[config.mk]
export PLATFORM = sky130hd
export DESIGN_NAME = sffl_flag_ctrl
export DESIGN_NICKNAME = d
export VERILOG_FILES = /design/src/design/sffl_pkg.sv /design/src/design/sffl_flag_ctrl.sv /design/src/design/sffl_pin_sync.sv /design/src/design/sffl_zone.sv
export VERILOG_INCLUDE_DIRS = /design/src /design/src/design
export SDC_FILE = /design/constraint.sdc
export NUM_CORES = 1
export LEC_CHECK = 0
export ABC_AREA = 1
export BUFFER_PORTS_ARGS = -buffer_cell sky130_fd_sc_hd__buf_4
export CORE_UTILIZATION = 60
export CTS_CLUSTER_DIAMETER = 200
export DETAILED_ROUTE_END_ITERATION = 8
export PLACE_DENSITY = 0.9
export SYNTH_ARGS = -nofsm -noshare
export SYNTH_HDL_FRONTEND = slang
export SYNTH_SLANG_ARGS = --single-unit
export TNS_END_PERCENT = 50
[constraint.sdc]
create_clock -name clk -period 4.45 [get_ports clk]
set_input_delay 0.89 -clock clk [delete_from_list [all_inputs] [get_ports clk]]
set_output_delay 0.89 -clock clk [all_outputs]
set_load 0.02 [all_outputs]
[src/design/sffl_regs.svh]
`ifndef SFFL_REGS_SVH
`define SFFL_REGS_SVH

// Width of the data pins that carry the program word
`define SFFL_DATA_W      18
// Parity option field on the program word
`define SFFL_PAR_LSB     15
`define SFFL_PAR_MSB     17
// Values restored by each falling edge of master reset
`define SFFL_DEF_OFFSET  10'h010
`define SFFL_DEF_PARITY  3'h0
// Default number of words in the buffer
`define SFFL_DEF_DEPTH   2048

`endif

[src/design/sffl_pkg.sv]
package sffl_pkg;

	// Operating mode, one-hot coded
	typedef enum logic [1:0] {
		SFFL_PROG = 2'b01,	// Master reset held, program port open
		SFFL_RUN  = 2'b10	// Normal buffer operation
	} sffl_mode_e;

	// Parity option as loaded from the program word
	typedef logic [2:0] sffl_parity_t;

endpackage

[src/design/sffl_flag_ctrl.sv]
`timescale 1ns/100ps

`include "sffl_regs.svh"

// Summary of operation
// RULE1 - program word low bits set almost offset
// RULE2 - unprogrammed offset defaults to sixteen
// RULE3 - program word top bits select parity
// RULE4 - unprogrammed parity stays disabled
// RULE5 - almost pin unavailable when depth cascaded
// RULE6 - three pins encode six fill states
// RULE7 - state boundaries follow offset and depth
// RULE8 - zero offset makes almost equal boundary
// RULE9 - empty side flags change on read edge
// RULE10 - full side flags change on write edge
// RULE11 - opposite clock changes wait for update
// RULE12 - skew window decides opposite operation inclusion
// RULE13 - latent read only clears empty indication
// RULE14 - latent read happens without read enable
// RULE15 - latent write only clears full indication
// RULE16 - latent write happens without write enable
// RULE17 - flags re-evaluated every owning clock cycle
// RULE18 - almost flag at or below offset
// RULE19 - boundary-programmed almost flag keeps update behaviour
// RULE20 - program read returns program register
// RULE21 - program write during master reset low
// RULE22 - master reset gives empty state
// RULE23 - enabled update cycle also moves count
// RULE24 - separate count views through synchroniser
// RULE25 - writes when full, reads when empty ignored
module sffl_flag_ctrl
	import sffl_pkg::*;
#(
	parameter int DEPTH = `SFFL_DEF_DEPTH	// Words: 512, 1024 or 2048
) (
	input  wire logic                     clk,			// System clock
	input  wire logic                     reset_n,		// Synchronous reset
	input  wire logic                     write_clk,		// Write clock pin
	input  wire logic                     read_clk,		// Read clock pin
	input  wire logic                     write_en_n,		// Write enable pin
	input  wire logic                     read_en_n,		// Read enable pin
	input  wire logic                     master_rst_n,	// Master reset pin
	input  wire logic                     cascaded,		// Depth cascade strap
	input  wire logic [`SFFL_DATA_W-1:0]  dataIn,			// Data pins
	output logic                          empty_full_n,	// Empty or full pin
	output logic                          almost_bound_n,	// Almost pin
	output logic                          half_full_n,	// Half full pin
	output logic                          writeStore,		// Store pulse
	output logic [$clog2(DEPTH)-1:0]      writeAddr,		// Store address
	output logic                          readTake,		// Fetch pulse
	output logic [$clog2(DEPTH)-1:0]      readAddr,		// Fetch address
	output sffl_parity_t                  parityMode,		// Parity option
	output logic [`SFFL_DATA_W-1:0]       progData,		// Program read word
	output logic                          progValid		// Program read pulse
);

	localparam int AW = $clog2(DEPTH);	// Address width
	localparam int PW = AW - 1;		// Offset width: 8, 9 or 10 bits

	// Whole state of the block
	typedef struct packed {
		sffl_mode_e              mode;		// Run or program mode
		logic                    wcPrev;		// Write clock last level
		logic                    rcPrev;		// Read clock last level
		logic [AW:0]             wp;			// Write pointer
		logic [AW:0]             rp;			// Read pointer
		logic [AW:0]             wpS1;		// Write pointer, stage one
		logic [AW:0]             wpS2;		// Write pointer seen by read side
		logic [AW:0]             rpS1;		// Read pointer, stage one
		logic [AW:0]             rpS2;		// Read pointer seen by write side
		logic                    rdEmpty;		// Empty held by read side
		logic                    rdAlmost;	// Almost empty held by read side
		logic                    wrFull;		// Full held by write side
		logic                    wrAlmost;	// Almost full held by write side
		logic                    wrHalf;		// Over half held by write side
		logic [PW-1:0]           offset;		// Almost offset
		sffl_parity_t            parity;		// Parity option
		logic                    pinEF;		// Empty or full pin level
		logic                    pinAB;		// Almost pin level
		logic                    pinHF;		// Half full pin level
		logic                    store;		// Store pulse
		logic [AW-1:0]           wAddr;		// Store address
		logic                    take;		// Fetch pulse
		logic [AW-1:0]           rAddr;		// Fetch address
		logic [`SFFL_DATA_W-1:0] pData;		// Program read word
		logic                    pValid;		// Program read pulse
	} sffl_state_s;

	sffl_state_s st_r;		// Registered state
	sffl_state_s st_nxt;	// Next state

	// Synchronised pins
	logic [5:0]              ctlS;		// Clocks, enables, reset, strap
	logic [`SFFL_DATA_W-1:0] dataS;		// Data pins
	logic                    wcS;		// Write clock level
	logic                    rcS;		// Read clock level
	logic                    wenS;		// Write enable, active low
	logic                    renS;		// Read enable, active low
	logic                    mrS;		// Master reset, active low
	logic                    cascS;		// Cascade strap

	// Edge and operation decode
	logic                    wrEdge;		// Write clock rising edge
	logic                    rdEdge;		// Read clock rising edge
	logic                    doWrite;		// Accepted write
	logic                    doRead;		// Accepted read
	logic [AW:0]             wrCountNxt;	// Write view after this edge
	logic [AW:0]             rdCountNxt;	// Read view after this edge
	logic [AW:0]             rdCount;		// Read view now

	// Zone decode outputs
	logic                    wzHalf;		// Over half, write view
	logic                    wzNearF;		// Almost full, write view
	logic                    wzFull;		// Full, write view
	logic                    rzEmpty;		// Empty, read view
	logic                    rzNearE;		// Almost empty, read view

	// Every pin from outside passes two flops first
	sffl_pin_sync #(
		.W (6)
	) u_ctl_sync (
		.clk      (clk),
		.reset_n  (reset_n),
		.pinAsync ({cascaded, master_rst_n, read_en_n, write_en_n, read_clk, write_clk}),
		.pinSync  (ctlS)
	);

	sffl_pin_sync #(
		.W (`SFFL_DATA_W)
	) u_data_sync (
		.clk      (clk),
		.reset_n  (reset_n),
		.pinAsync (dataIn),
		.pinSync  (dataS)
	);

	assign wcS   = ctlS[0];
	assign rcS   = ctlS[1];
	assign wenS  = ctlS[2];
	assign renS  = ctlS[3];
	assign mrS   = ctlS[4];
	assign cascS = ctlS[5];

	// Each side sees the other's pointer two cycles late, so an
	// opposite operation near the owning edge may fall either way,
	// while one well before it is always counted [RULE12] [RULE24]
	always_comb begin
		wrEdge     = wcS & ~st_r.wcPrev;
		rdEdge     = rcS & ~st_r.rcPrev;
		// A shown full or shown empty blocks the operation [RULE25]
		doWrite    = wrEdge & mrS & ~st_r.wrFull & ~wenS;
		doRead     = rdEdge & mrS & ~st_r.rdEmpty & ~renS;
		wrCountNxt = st_r.wp + (AW+1)'(doWrite) - st_r.rpS2;	// [RULE24]
		rdCount    = st_r.wpS2 - st_r.rp;	// [RULE24]
		rdCountNxt = rdCount - (AW+1)'(doRead);
	end

	// Write side zones, judged on its own view
	sffl_zone #(
		.AW (AW),
		.PW (PW)
	) u_wr_zone (
		.count     (wrCountNxt),
		.offset    (st_r.offset),
		.isEmpty   (),
		.nearEmpty (),
		.overHalf  (wzHalf),
		.nearFull  (wzNearF),
		.isFull    (wzFull)
	);

	// Read side zones, judged on its own view
	sffl_zone #(
		.AW (AW),
		.PW (PW)
	) u_rd_zone (
		.count     (rdCountNxt),
		.offset    (st_r.offset),
		.isEmpty   (rzEmpty),
		.nearEmpty (rzNearE),
		.overHalf  (),
		.nearFull  (),
		.isFull    ()
	);

	// Next state
	always_comb begin
		st_nxt        = st_r;
		st_nxt.store  = 1'b0;
		st_nxt.take   = 1'b0;
		st_nxt.pValid = 1'b0;
		st_nxt.wcPrev = wcS;
		st_nxt.rcPrev = rcS;
		st_nxt.wpS1   = st_r.wp;	// [RULE24]
		st_nxt.wpS2   = st_r.wpS1;
		st_nxt.rpS1   = st_r.rp;	// [RULE24]
		st_nxt.rpS2   = st_r.rpS1;

		// Mode follows the master reset pin
		case (st_r.mode)
			SFFL_PROG: begin
				if (mrS) begin
					st_nxt.mode = SFFL_RUN;
				end
			end
			SFFL_RUN: begin
				if (!mrS) begin
					st_nxt.mode = SFFL_PROG;
					// Falling edge restores the unprogrammed defaults
					st_nxt.offset = PW'(`SFFL_DEF_OFFSET);	// [RULE2]
					st_nxt.parity = `SFFL_DEF_PARITY;	// [RULE4]
				end
			end
			default: begin
				st_nxt.mode = SFFL_PROG;
			end
		endcase

		if (!mrS) begin
			// Master reset empties the buffer on both views [RULE22]
			st_nxt.wp       = '0;
			st_nxt.rp       = '0;
			st_nxt.wpS1     = '0;
			st_nxt.wpS2     = '0;
			st_nxt.rpS1     = '0;
			st_nxt.rpS2     = '0;
			st_nxt.rdEmpty  = 1'b1;
			st_nxt.rdAlmost = 1'b1;
			st_nxt.wrFull   = 1'b0;
			st_nxt.wrAlmost = 1'b0;
			st_nxt.wrHalf   = 1'b0;
			// Program write: write edge with enable low [RULE21]
			if (wrEdge && !wenS) begin
				st_nxt.offset = dataS[PW-1:0];	// [RULE1]
				st_nxt.parity = dataS[`SFFL_PAR_MSB:`SFFL_PAR_LSB];	// [RULE3]
			end
			// Program read: read edge with enable low [RULE20]
			if (rdEdge && !renS) begin
				st_nxt.pData = '0;
				st_nxt.pData[PW-1:0] = st_r.offset;
				st_nxt.pData[`SFFL_PAR_MSB:`SFFL_PAR_LSB] = st_r.parity;
				st_nxt.pValid = 1'b1;
			end
		end else begin
			// Outside master reset, full side flags move only here, once per write edge,
			// enabled or not; a shown full edge only refreshes
			// [RULE10] [RULE11] [RULE15] [RULE16] [RULE17] [RULE23]
			if (wrEdge) begin
				if (doWrite) begin
					st_nxt.wp    = st_r.wp + (AW+1)'(1);
					st_nxt.store = 1'b1;
					st_nxt.wAddr = st_r.wp[AW-1:0];
				end
				st_nxt.wrFull   = wzFull;
				st_nxt.wrAlmost = wzNearF;	// [RULE19]
				st_nxt.wrHalf   = wzHalf;
			end
			// Outside master reset, empty side flags move only here, once per read edge
			// [RULE9] [RULE11] [RULE13] [RULE14] [RULE17] [RULE23]
			if (rdEdge) begin
				if (doRead) begin
					st_nxt.rp    = st_r.rp + (AW+1)'(1);
					st_nxt.take  = 1'b1;
					st_nxt.rAddr = st_r.rp[AW-1:0];
				end
				st_nxt.rdEmpty  = rzEmpty;
				st_nxt.rdAlmost = rzNearE;	// [RULE19]
			end
		end

		// Pin encoding; the almost pin idles high when cascaded
		st_nxt.pinEF = ~(st_nxt.rdEmpty | st_nxt.wrFull);	// [RULE6]
		st_nxt.pinAB = cascS | ~(st_nxt.rdAlmost | st_nxt.wrAlmost);	// [RULE5] [RULE6]
		st_nxt.pinHF = ~st_nxt.wrHalf;	// [RULE6]
	end

	// State register; reset shows the empty encoding at once
	always_ff @(posedge clk) begin
		if (!reset_n) begin
			st_r <= '{mode: SFFL_PROG, rdEmpty: 1'b1, rdAlmost: 1'b1,
				pinHF: 1'b1, offset: PW'(`SFFL_DEF_OFFSET),
				parity: `SFFL_DEF_PARITY, default: '0};
		end else begin
			st_r <= st_nxt;
		end
	end

	// Outputs straight from the state register
	assign empty_full_n   = st_r.pinEF;
	assign almost_bound_n = st_r.pinAB;
	assign half_full_n    = st_r.pinHF;
	assign writeStore     = st_r.store;
	assign writeAddr      = st_r.wAddr;
	assign readTake       = st_r.take;
	assign readAddr       = st_r.rAddr;
	assign parityMode     = st_r.parity;
	assign progData       = st_r.pData;
	assign progValid      = st_r.pValid;
endmodule

[src/design/sffl_pin_sync.sv]
`timescale 1ns/100ps

// Two-stage synchroniser for a group of asynchronous pins.
// The first stage is read by the second stage only.
module sffl_pin_sync #(
	parameter int W = 1	// Number of pins in the group
) (
	input  wire logic         clk,		// System clock
	input  wire logic         reset_n,	// Synchronous reset, active low
	input  wire logic [W-1:0] pinAsync,	// Raw pin levels
	output logic      [W-1:0] pinSync	// Levels after two flops
);

	logic [W-1:0] meta_r;	// First stage, may go metastable

	// Both stages clear on reset so the block starts in master reset
	always_ff @(posedge clk) begin
		if (!reset_n) begin
			meta_r  <= '0;
			pinSync <= '0;
		end else begin
			meta_r  <= pinAsync;
			pinSync <= meta_r;
		end
	end

endmodule

[src/design/sffl_zone.sv]
`timescale 1ns/100ps

// Decodes a word count against the almost offset into fill zones.
module sffl_zone #(
	parameter int AW = 11,	// Address width, depth is 2**AW
	parameter int PW = 10	// Offset width
) (
	input  wire logic [AW:0]   count,		// Words held
	input  wire logic [PW-1:0] offset,		// Almost offset
	output logic               isEmpty,		// No word held
	output logic               nearEmpty,	// Words at or below offset
	output logic               overHalf,	// More than half held
	output logic               nearFull,	// Free places at or below offset
	output logic               isFull		// Every place held
);

	localparam logic [AW:0] DEPTH = (AW+1)'(2**AW);	// Capacity
	localparam logic [AW:0] HALF  = (AW+1)'(2**(AW-1));	// Half capacity

	logic [AW:0] freeCnt;	// Free places
	logic [AW:0] offWide;	// Offset at count width

	// Zero offset collapses the almost zones onto empty and full [RULE8]
	always_comb begin
		offWide   = (AW+1)'(offset);
		freeCnt   = DEPTH - count;
		isEmpty   = (count == '0);
		isFull    = (count == DEPTH);
		nearEmpty = (count <= offWide);	// [RULE7] [RULE18]
		nearFull  = (freeCnt <= offWide);	// [RULE7] [RULE18]
		overHalf  = (count > HALF);	// [RULE7]
	end

endmodule

# --- Word level (Yosys, flattened, before mapping) ---
# Cells that the tools add are included.
word_totals:
  inputBits: 26
  ff_bits: 183
  out_inout_bits: 49
  wordCells: 94
op_classes:
  reduce_logical: 15
  muxes: 13
  bitwise_logic: 22
  order_cmp: 3
  n_eq_ne: 5
  add_sub_neg: 7
op_table:
  columns: ["op", "count"]
  rows:
  - ["$mux W13", 4]
  - ["$add A12 B1 Y12 const B", 2]
  - ["$le A12 B10 Y1", 2]
  - ["$mux W12", 2]
  - ["$sub A12 B12 Y12", 2]
  - ["$add A12 B1 Y12", 1]
  - ["$eq A12 B12 Y1 const B", 1]
  - ["$gt A12 B11 Y1 const B", 1]
  - ["$logic_not A12 Y1", 1]
  - ["$reduce_and A3 Y1", 4]
  - ["$sub A12 B1 Y12", 1]
  - ["$sub A12 B12 Y12 const A", 1]
  - ["$not A1 Y1", 11]
  - ["$reduce_and A2 Y1", 5]
  - ["$and A1 B1 Y1", 8]
  - ["$mux W2", 3]
  - ["$mux W5", 1]
  - ["$pmux W2 S2", 1]
  - ["$mux W3", 1]
  - ["$or A1 B1 Y1", 3]
  - ["$eq A2 B1 Y1 const B", 1]
  - ["$eq A2 B2 Y1 const B", 1]
  - ["$logic_and A1 B1 Y1", 2]
  - ["$logic_not A1 Y1", 2]
  - ["other kinds (4)", 4]

# --- Logic depth before layout (Yosys ltp) ---
# Gate-level depths: netlist of the first run.
depth:
  ltp_word: 14
  depth_mapped: 32
  depth_no_buf: 32

# --- By module ---
# Synthesis of the first run repeated with hierarchy kept, for this count alone.
hier_totals:
  hier_cells: 1288
  hier_area_um2: 9521.6
modules_own_cells:
  columns: ["mod", "cells_per_inst", "instances", "area_per_inst_um2", "seq_area_each_um2"]
  rows:
  - ["sffl_flag_ctrl", 891, 1, 6593.8, 2702.6]
  - ["sffl_zone", 124, 2, 777.0, 0.0]
  - ["sffl_pin_sync (u_data_sync)", 112, 1, 1032.2, 720.7]
  - ["sffl_pin_sync (u_ctl_sync)", 37, 1, 341.6, 240.2]

# --- Least setup slack after synthesis of the first run ---
# No wires, ideal clock.
synth_timing:
  kind: "register -> register"
  start: "register u_ctl_sync.pinSync[0]"
  end: "register st_r, in the netlist almost_bound_n"
  setup_time_ps: 113
  stages_incl_launch_ff: 29
  synth_period_minus_slack_ps: 3643
  t_required_ps: 4337
  arrival_time_ps: 3529
  path_slack_ps: 807
  n_path_buf: 0
  path_cell_list: "dfxtp_1 -> inv_1 -> nor2_2 -> inv_2 -> nor2_4 -> nand2_2 -> ha_1 -> inv_1 -> ha_1 -> fa_1 -> inv_1 -> ha_1 -> inv_1 -> nor2_1 -> nand3_2 -> a21oi_1 -> xnor2_1 -> inv_1 -> ha_1 -> nand2_1 -> nor2_1 -> nor2_1 -> nand3_1 -> nand2_1 -> nand2_1 -> a21oi_1 -> nand3_2 -> nand3_1 -> nand2_1"
synth_between:
  elab_chain_len: 13
synth_rtl:
  columns: ["item", "line", "text"]
  rows:
  - ["from (decl)", "sffl_pin_sync.sv:11", "output logic [W-1:0] pinSync"]
  - ["from (signal assigned)", "sffl_pin_sync.sv:23", "pinSync <= meta_r;"]
  - ["$and A1 B1 Y1 *", "sffl_flag_ctrl.sv:148", "wrEdge = wcS & ~st_r.wcPrev;"]
  - ["$and A1 B1 Y1 (3 in series)", "sffl_flag_ctrl.sv:151", "doWrite = wrEdge & mrS & ~st_r.wrFull & ~wenS;"]
  - ["$add A12 B1 Y12", "sffl_flag_ctrl.sv:153", "wrCountNxt = st_r.wp + (AW+1)'(doWrite) - st_r.rpS2;"]
  - ["$sub A12 B12 Y12", "sffl_flag_ctrl.sv:153", null]
  - ["$sub A12 B12 Y12", "sffl_zone.sv:26", "freeCnt = DEPTH - count;"]
  - ["$le A12 B10 Y1", "sffl_zone.sv:30", "nearFull = (freeCnt <= offWide);"]
  - ["$mux W3 *", "sffl_flag_ctrl.sv:248", "if (wrEdge) begin"]
  - ["$mux W5 *", "sffl_flag_ctrl.sv:219", "if (!mrS) begin"]
  - ["$or A1 B1 Y1 *", "sffl_flag_ctrl.sv:273", "st_nxt.pinAB = cascS | ~(st_nxt.rdAlmost | st_nxt.wrAlmost);"]
  - ["$not A1 Y1 *", "sffl_flag_ctrl.sv:273", null]
  - ["$or A1 B1 Y1 *", "sffl_flag_ctrl.sv:273", null]
  - ["to (signal assigned)", "sffl_flag_ctrl.sv:280", "st_r <= '{mode: SFFL_PROG, rdEmpty: 1'b1, rdAlmost: 1'b1,"]
  - ["to (signal assigned)", "sffl_flag_ctrl.sv:284", "st_r <= st_nxt;"]
  - ["to (decl)", "sffl_flag_ctrl.sv:89", "sffl_state_s st_r;"]
# Every way passes the cells marked *; elsewhere a longest branch is shown, timed or not.
# A chain may end at the register's enable or synchronous reset.

# --- Final worst setup path of the first run ---
layout_timing:
  start: "register u_ctl_sync.pinSync[1]"
  end: "register st_r, in the netlist almost_bound_n"
layout_between:
  elab_chain_len: 11
layout_rtl:
  columns: ["item", "line", "text"]
  rows:
  - ["$and A1 B1 Y1 *", "sffl_flag_ctrl.sv:149", "rdEdge = rcS & ~st_r.rcPrev;"]
  - ["$and A1 B1 Y1 (3 in series)", "sffl_flag_ctrl.sv:152", "doRead = rdEdge & mrS & ~st_r.rdEmpty & ~renS;"]
  - ["$sub A12 B1 Y12", "sffl_flag_ctrl.sv:155", "rdCountNxt = rdCount - (AW+1)'(doRead);"]
  - ["$le A12 B10 Y1", "sffl_zone.sv:29", "nearEmpty = (count <= offWide);"]
  - ["$mux W2 *", "sffl_flag_ctrl.sv:260", "if (rdEdge) begin"]
  - ["$mux W5 *", "sffl_flag_ctrl.sv:219", null]
  - ["$or A1 B1 Y1 *", "sffl_flag_ctrl.sv:273", null]
  - ["$not A1 Y1 *", "sffl_flag_ctrl.sv:273", null]
  - ["$or A1 B1 Y1 *", "sffl_flag_ctrl.sv:273", null]
# Marked as above.

==> metrics.yaml, run 1 <==
status: "finished clean"
final_cells: 1335
grt_antenna_before_repair: 0
rsz0062_at_grt: "false"
synth_cell_type_count: 42
skew_ps: 6.75
tns_ps: 0
crit_type: "flip-flop to flip-flop"
numCtsBuffers: 17
nets: 1236
grt.overflow.total: 0
dp.cells: 1303
syn-cell-area_sq_um: 8470
netlist_instances: 1122
clock-sinks: 173
antennaDiodeCount: 0
cts_root_buf: "clkbuf_16"
drive_gt1_share_pct: 13.7
grt_use_total_pct: 26.0
pre_cts_slack_ps: 407
fp.dieH_microns: 121
grt_pass1_vias: 6431
ys_seq_elements: 173
dieArea_sq_um: 14600
worst-path-max-fanout: 9
drv_cap: 0
hp-class: "flip-flop to flip-flop"
finalCritPeriodShare_pct: 93.1
yosys.area_share.simple_pct: 22.7
drcViolationCount: 0
period_needed_ps: 4150
slowest_stage: "fa_1"
hold_violations: 0
final-max-slew-violation-count: 0
detail-route-antenna-nets: 0
place.gp.congestion: 0.865
r2r_slack_ps: 300
worstSetupStartpoint: "u_ctl_sync.pinSync[1]"
synth_xor_area_share_pct: 2.17
dp_hpwl_mm: 12.7
grt_pass1_wl_mm: 29.7
crit_path_start_kind: "flip-flop"
routed_wl_mm: 18.4
p_per_area_nw_per_um2: 352
leakage_nw: 4.74
cp.arrival_ps: 4520
fin_util_pct: 68.1
clock_path_buffers: 2
synth_top_family_by_area: "simple AND/OR/NAND/NOR gates"
io_pins: 75
holdWs_ps: 409
insertion_delay_ps: 430
h-tree-depth: 4
r2r_start: "u_ctl_sync.pinSync[1]"
first_iter_violations: 475
row_count: 43
chipWidth_microns: 121
synthAdderAreaFrac_pct: 10.3
wl_per_cell_microns: 13.8
cp_slowest_stage_delay_ps: 530
drtPass1Iterations: 6
post_cts.repair.setup_buffers: 0
final_common_cell: "inv_1"
core_area_sq_um: 13800
cts_hold_buf: 0
synth_area_per_cell_sq_um: 7.55
start_util_pct: 61.3
critPathCaptureType: "flip-flop"
setup_ws_ps: 305
cts_tree: "yes"
cpMostUsedCell: "nand2_1"
worstPathRequired_ps: 4820
fmax_ghz: 0.241
setup_viol: 0
most-common-layout-cells: "inv_1, nand2_1, dfxtp_1"
ys_seq_area_share_pct: 40.9
areaGrowthSynthToFinish_pct: 11.1
min-delay-start: "st_r[83]"
yosys_warnings: 0
synth_compound_area_share_pct: 9.31
tightest_slew_ps: 784
ir_drop_mv: 0.328
grt_max_degree: 90
clk_pin_slew_ps: 70
portBuffers: 64
slew_headroom_pct: 47.7
viasPerCell: 5.09
synthMuxAreaShare_pct: 0
detailroute.via_count: 6796
-- area by class of cell --
| class | instances | area, sq um |
|---|---|---|
| clock buffers | 19 | 443 |
| clock inverters | 13 | 179 |
| fillers | 1024 | 4420 |
| inverters | 217 | 816 |
| multi-input cells | 667 | 3790 |
| flip-flops and latches | 173 | 3460 |
| well taps | 180 | 225 |
| repair buffers | 66 | 495 |
-- kinds of logic after synthesis --
| logic type | Yosys count |
|---|---|
| flip-flops | 173 |
| XOR/XNOR | 21 |
| buffers and inverters | 286 |
| AO/OA/AOI/OAI | 152 |
| AND/OR/NAND/NOR | 421 |
| adder cells (fa/ha/maj) | 68 |
| other | 1 |
-- cell usage after synthesis, drive strengths merged --
| cell type | n | area (sq um) |
|---|---|---|
| clkinv | 1 | 5.00 |
| a31oi | 1 | 6.26 |
| xnor2 | 7 | 61.3 |
| dfxtp | 173 | 3460 |
| nor3 | 14 | 85.1 |
| ha | 65 | 813 |
| nor3b | 1 | 7.51 |
| nor2 | 126 | 538 |
| and2 | 1 | 6.26 |
| o21ai | 68 | 344 |
| nand3b | 3 | 22.5 |
| o21a | 3 | 22.5 |
| clkbuf | 24 | 90.1 |
| nor4 | 2 | 33.8 |
| a21oi | 76 | 384 |
| or2 | 1 | 6.26 |
| nand4 | 11 | 87.6 |
| nand2 | 218 | 876 |
| xor2 | 14 | 123 |
| inv | 216 | 811 |
| and3 | 1 | 6.26 |
| a211oi | 2 | 15.0 |
| nand3 | 43 | 250 |
| buf | 45 | 332 |
| o21bai | 1 | 7.51 |
| o22a | 1 | 8.76 |
| conb | 1 | 3.75 |
| fa | 3 | 60.1 |
-- state kept, by name, summed over array words and instances (netlist names), 3 cells and up --
name,count
readAddr,11
parityMode,3
u_ctl_sync.pinSync,6
st_r,91
u_ctl_sync.meta_r,6
u_data_sync.pinSync,13
writeAddr,11
progData,13
u_data_sync.meta_r,13
-- routing by layer --
layer	up-vias	part of all wire (%)	GRT usage, %
li1	3471	-	-
met1	3081	44	32.8
met2	198	49	44.3
met3	46	5.0	4.10
met4	0	2.3	10.4
met5	-	0	0
-- final timing paths --
| path | end | cells past startpoint |
|---|---|---|
| worst max-delay path | almost_bound_n | 32 |
| worst min-delay path | st_r[71] | 2 |
| worst max register to register | almost_bound_n | 32 |
| worst min register to register | st_r[71] | 2 |
-- critical path, delay by kind of cell (launching register included) --
kind / cells / cell delay (ps)
adders and majority gates: 4 / 1420
xor gates and xnor gates: 1 / 190
DFF: 1 / 340
buffers and inverters: 6 / 370
and+or+nand+nor: 21 / 1790
-- metrics by stage --
| step | total power [mW] | instance area [sq um] |
|---|---|---|
| floorplan | 1.75 | 8480 |
| global placement | 1.78 | 8790 |
| detailed placement | 1.79 | 8790 |
| CTS | 3.32 | 9410 |
| global route | 3.40 | 9410 |
| finish | 3.31 | 9410 |
-- repair_timing --
action,CTS,global route
endpoints found under the hold margin,0,0
resized for setup,0,1
setup endpoints to repair,0,2
-- report_power, final --
part	internal, mW	leakage [nW]	switching (mW)
sequential	1.58	1.40	0.0135
combinational	0.0623	3.04	0.105
clock	0.912	0.294	0.637
Power figures use the tool's default switching activity.
==> run 2: changes to the inputs <==
==> constraint.sdc (replaced) <==
create_clock -name clk -period 4.11 [get_ports clk]
set_input_delay 0.822 -clock clk [delete_from_list [all_inputs] [get_ports clk]]
set_output_delay 0.822 -clock clk [all_outputs]
set_load 0.02 [all_outputs]
==> metrics.yaml, run 2 (synthesis gave the netlist of run 1 again) <==
status: "finished clean"
chipWidth_microns: 121
nets: 1247
power_frac_clock_pct: 45.8
largest_register: "st_r"
core_area_sq_um: 13800
crit_type: "flip-flop to flip-flop"
hold_path_depth: 2
min-delay-start: "st_r[76]"
crit_buf_inv: 7
internal-power_mw: 2.70
portBuffers: 64
grt.overflow.total: 0
r2r_slack_ps: 150
detailroute.via_count: 6902
timing.reg2reg.worst_path_depth: 27
drv_cap: 0
tightest_slew_ps: 748
insertion_delay_ps: 430
grt_pass1_wl_mm: 30.2
clock-sinks: 173
final-max-slew-violation-count: 0
most-common-layout-cells: "inv_1, nand2_1, dfxtp_1"
routed_wl_mm: 19.0
fin_util_pct: 69.4
slowest_stage: "fa_2"
first_iter_violations: 594
grt_pass1_vias: 6419
fp.dieH_microns: 121
cpMostUsedCell: "nand2_1"
worst-path-max-fanout: 4
areaGrowthSynthToFinish_pct: 13.4
detail-route-antenna-nets: 0
dp_hpwl_mm: 12.5
largest_reg_flops: 91
place.gp.congestion: 0.901
start_util_pct: 61.3
hp-class: "flip-flop to flip-flop"
p_seq_share_pct: 48.7
finalCritPeriodShare_pct: 96.3
ir_drop_mv: 0.354
setup_ws_ps: 152
rr_endpoint: "almost_bound_n"
cp.arrival_ps: 4290
slew_headroom_pct: 50.0
dieArea_sq_um: 14600
power_mw: 3.54
cpLargestDelayFamily: "adder cells"
p_comb_share_pct: 5.5
clk_pin_slew_ps: 70
drcViolationCount: 0
antennaDiodeCount: 0
p_per_area_nw_per_um2: 369
final_area_sq_um: 9600
place_area_sq_um: 8810
rsz0062_at_grt: "true"
viasPerCell: 5.13
fmax_ghz: 0.253
final_cells: 1346
worstPathRequired_ps: 4440
switchingPower_mw: 0.838
clock_path_buffers: 2
power.share.switching_pct: 23.6
crit_path_start_kind: "flip-flop"
critPathCaptureType: "flip-flop"
skew_ps: 9.63
setup_viol: 0
final_common_cell: "inv_1"
h-tree-depth: 4
drive_gt1_share_pct: 17.1
grt_antenna_before_repair: 0
numCtsBuffers: 17
cp_slowest_stage_delay_ps: 430
grt_max_degree: 68
io_pins: 75
wl_per_cell_microns: 14.1
drtPass1Iterations: 5
pre_cts_slack_ps: 85.1
grt_use_total_pct: 26.4
leakage_nw: 4.80
cts_tree: "yes"
hold_violations: 0
hold_end: "st_r[64]"
dp.cells: 1306
cts_root_buf: "clkbuf_16"
period_needed_ps: 3960
row_count: 43
r2r_start: "u_ctl_sync.pinSync[0]"
run 2: worst reg2reg max path: cells and delay by family (launching register included):
kind | cells | cell delay (ps)
fa+ha+maj | 5 | 1370
flops | 1 | 330
compound gates | 1 | 170
xor+xnor | 1 | 150
simple gates | 13 | 1310
buf+inv | 7 | 550
run 2: power by group through the flow:
stage | Sequential [mW] | Clock (mW) | Combinational (mW)
2_1_floorplan | 1.76 | 0 | 0.139
3_3_place_gp | 1.76 | 0 | 0.173
3_5_place_dp | 1.76 | 0 | 0.178
6_report | 1.72 | 1.62 | 0.195
5_1_grt | 1.73 | 1.71 | 0.216
4_1_cts | 1.72 | 1.62 | 0.182
run 2: cell type report:
class / instances / area (sq um)
repair buffers: 77 / 578
inverters: 217 / 818
flip-flops and latches: 173 / 3470
fillers: 959 / 4230
clock inverters: 14 / 155
multi-input cells: 667 / 3920
clock buffers: 18 / 439
well taps: 180 / 225
run 2: timing repair:
action / 4_1_cts / 5_1_grt
hold buffers: 0 / 0
gates resized for setup: 2 / 38
hold endpoints to repair: 0 / 0
pin swaps: 0 / 26
setup buffers: 0 / 8
endpoints found under the setup margin: 2 / 3
run 2: per-layer routing:
metal | GRT usage (%) | wire length [microns] | vias up
met4 | 11.3 | 483 | 0
met2 | 44.5 | 9220 | 190
met1 | 33.1 | 8450 | 3185
li1 | - | - | 3484
met3 | 4.62 | 837 | 43
met5 | 0 | 0 | -
run 2: worst max path at each step:
stage | startpoint | to | slack (ps) | depth (start not counted)
floorplan | u_ctl_sync.pinSync[0] | almost_bound_n | 470 | 28
global placement | u_ctl_sync.pinSync[0] | almost_bound_n | 220 | 28
detailed placement | u_ctl_sync.pinSync[0] | almost_bound_n | 90 | 28
CTS | u_ctl_sync.pinSync[0] | almost_bound_n | 5 | 28
global route | u_ctl_sync.pinSync[1] | almost_bound_n | -90 | 32
finish | u_ctl_sync.pinSync[0] | almost_bound_n | 150 | 27
run 2: through the flow:
stage               setup TNS, ps  hold slack (ps)
floorplan                       0              390
global placement                0              393
detailed placement              0              395
CTS                             0              405
global route                -87.1              432
finish                          0              406
==> run 3: changes to the inputs <==
==> constraint.sdc (replaced) <==
create_clock -name clk -period 3.9 [get_ports clk]
set_input_delay 0.78 -clock clk [delete_from_list [all_inputs] [get_ports clk]]
set_output_delay 0.78 -clock clk [all_outputs]
set_load 0.02 [all_outputs]
==> metrics.yaml, run 3 (synthesis gave the netlist of run 1 again) <==
min-delay-start: "u_ctl_sync.meta_r[4]"
worstPathRequired_ps: 4230
worst-path-max-fanout: 4
hp-class: "flip-flop to flip-flop"
nFillCells: 929
antennaDiodeCount: 0
critPathCaptureType: "flip-flop"
setup_viol: 3
violations: "setup timing"
holdWs_ps: 408
h-tree-depth: 4
final-max-slew-violation-count: 0
status: "finished with violations"
period_needed_ps: 4190
cpMostUsedCell: "nand2_2"
leakage_nw: 4.84
chipWidth_microns: 121
r2r_slack_ps: -290
fmax_ghz: 0.239
largest_reg_flops: 91
clock-sinks: 173
final_area_sq_um: 9660
grt.overflow.total: 0
crit_type: "flip-flop to flip-flop"
timing.reg2reg.worst_path_depth: 32
finalCritPeriodShare_pct: 107
skew_ps: 11.2
rsz0062_at_grt: "true"
cpLargestDelayFamily: "simple AND/OR/NAND/NOR gates"
hold_path_depth: 2
portBuffers: 64
drtPass1Iterations: 5
row_count: 43
dieArea_sq_um: 14600
slew_headroom_pct: 52.1
most-common-layout-cells: "inv_1, nand2_1, dfxtp_1"
viasPerCell: 5.46
grt_use_total_pct: 29.8
start_util_pct: 61.3
grt_pass1_wl_mm: 33.8
detailroute.via_count: 7377
regArea_sq_um: 3470
fp.dieH_microns: 121
pre_cts_slack_ps: -48.6
place_area_sq_um: 8840
drv_cap: 0
drcViolationCount: 0
grt_antenna_before_repair: 0
wl_per_cell_microns: 16.3
p_per_area_nw_per_um2: 402
final_common_cell: "inv_1"
core_area_sq_um: 13800
first_iter_violations: 769
drive_gt1_share_pct: 17.5
grt_pass1_vias: 7071
setup_ws_ps: -291
cts_tree: "yes"
hold_violations: 0
clock_path_buffers: 2
dp_hpwl_mm: 12.8
crit_buf_inv: 6
cts_hold_buf: 0
cts_root_buf: "clkbuf_16"
insertion_delay_ps: 440
cp.arrival_ps: 4520
fin_util_pct: 69.9
routed_wl_mm: 22.0
tightest_slew_ps: 716
ir_drop_mv: 0.335
slowest_stage: "fa_1"
nets: 1253
crit_path_start_kind: "flip-flop"
areaGrowthSynthToFinish_pct: 14.1
numCtsBuffers: 17
clk_pin_slew_ps: 70
multi_input_area_sq_um: 3900
largest_register: "st_r"
detail-route-antenna-nets: 0
tns_ps: -498
io_pins: 75
grt_max_degree: 65
rr_endpoint: "almost_bound_n"
hold_end: "u_ctl_sync.pinSync[4]"
cp_slowest_stage_delay_ps: 590
place.gp.congestion: 0.886
r2r_start: "u_ctl_sync.pinSync[1]"
run 3: changes by cell type in the layout (fill, tap and decap cells not counted), moves of 2 or more:
cell / delta
clkinv_4: -2
nand2_4: -3
nor2_2: +2
nand2_2: +4
bufinv_16: +2
buf_4: +6
run 3: cell type report:
cell class	count	share of cell area [%]
Clock buffer	18	4.44
Clock inverter	14	2.08
Inverter	217	8.47
Multi-Input combinational cell	667	40.4
Sequential cell	173	35.9
Tap cell	180	2.33
Timing Repair Buffer	83	6.45
run 3: metal layers:
layer | wire length (microns) | track usage [%] | up-vias
met2 | 10700 | 50.7 | 386
met4 | 991 | 16.1 | 0
met1 | 8650 | 35.0 | 3399
li1 | - | - | 3498
met5 | 0 | 0 | -
met3 | 1670 | 6.32 | 94
run 3: power by group:
part           switching (mW)  leakage [nW]  internal (mW)
sequential             0.0165          1.41           1.80
combinational           0.135          3.13         0.0777
clock                   0.763         0.308           1.09
total                   0.914          4.84           2.97
run 3: through the flow:
step / std cells / power [mW]
global placement: 1310 / 2.04
detailed placement: 1310 / 2.04
finish: 1352 / 3.88
global route: 1352 / 3.98
floorplan: 1126 / 2.00
CTS: 1344 / 3.85
run 3: how the worst max path moves through the flow:
stage / cells past startpoint / start / endpoint
final: 32 / u_ctl_sync.pinSync[1] / almost_bound_n
after CTS: 28 / u_ctl_sync.pinSync[0] / almost_bound_n
after detailed placement: 28 / u_ctl_sync.pinSync[0] / almost_bound_n
after floorplan: 28 / u_ctl_sync.pinSync[0] / almost_bound_n
after global placement: 28 / u_ctl_sync.pinSync[0] / almost_bound_n
after global routing: 32 / u_ctl_sync.pinSync[1] / almost_bound_n
run 3: repair_timing:
item	CTS	global route
resized for setup	13	24
pin swaps	4	26
gates cloned	0	0
buffers inserted	2	8
setup endpoints to repair	2	3
run 3: worst reg2reg max path: cells and delay by family (launching register included):
family,cells,cell delay [ps]
AND/OR/NAND/NOR,21,1770
XOR/XNOR,1,180
adder cells (fa/ha/maj),4,1450
buffers and inverters,6,360
flip-flops,1,330
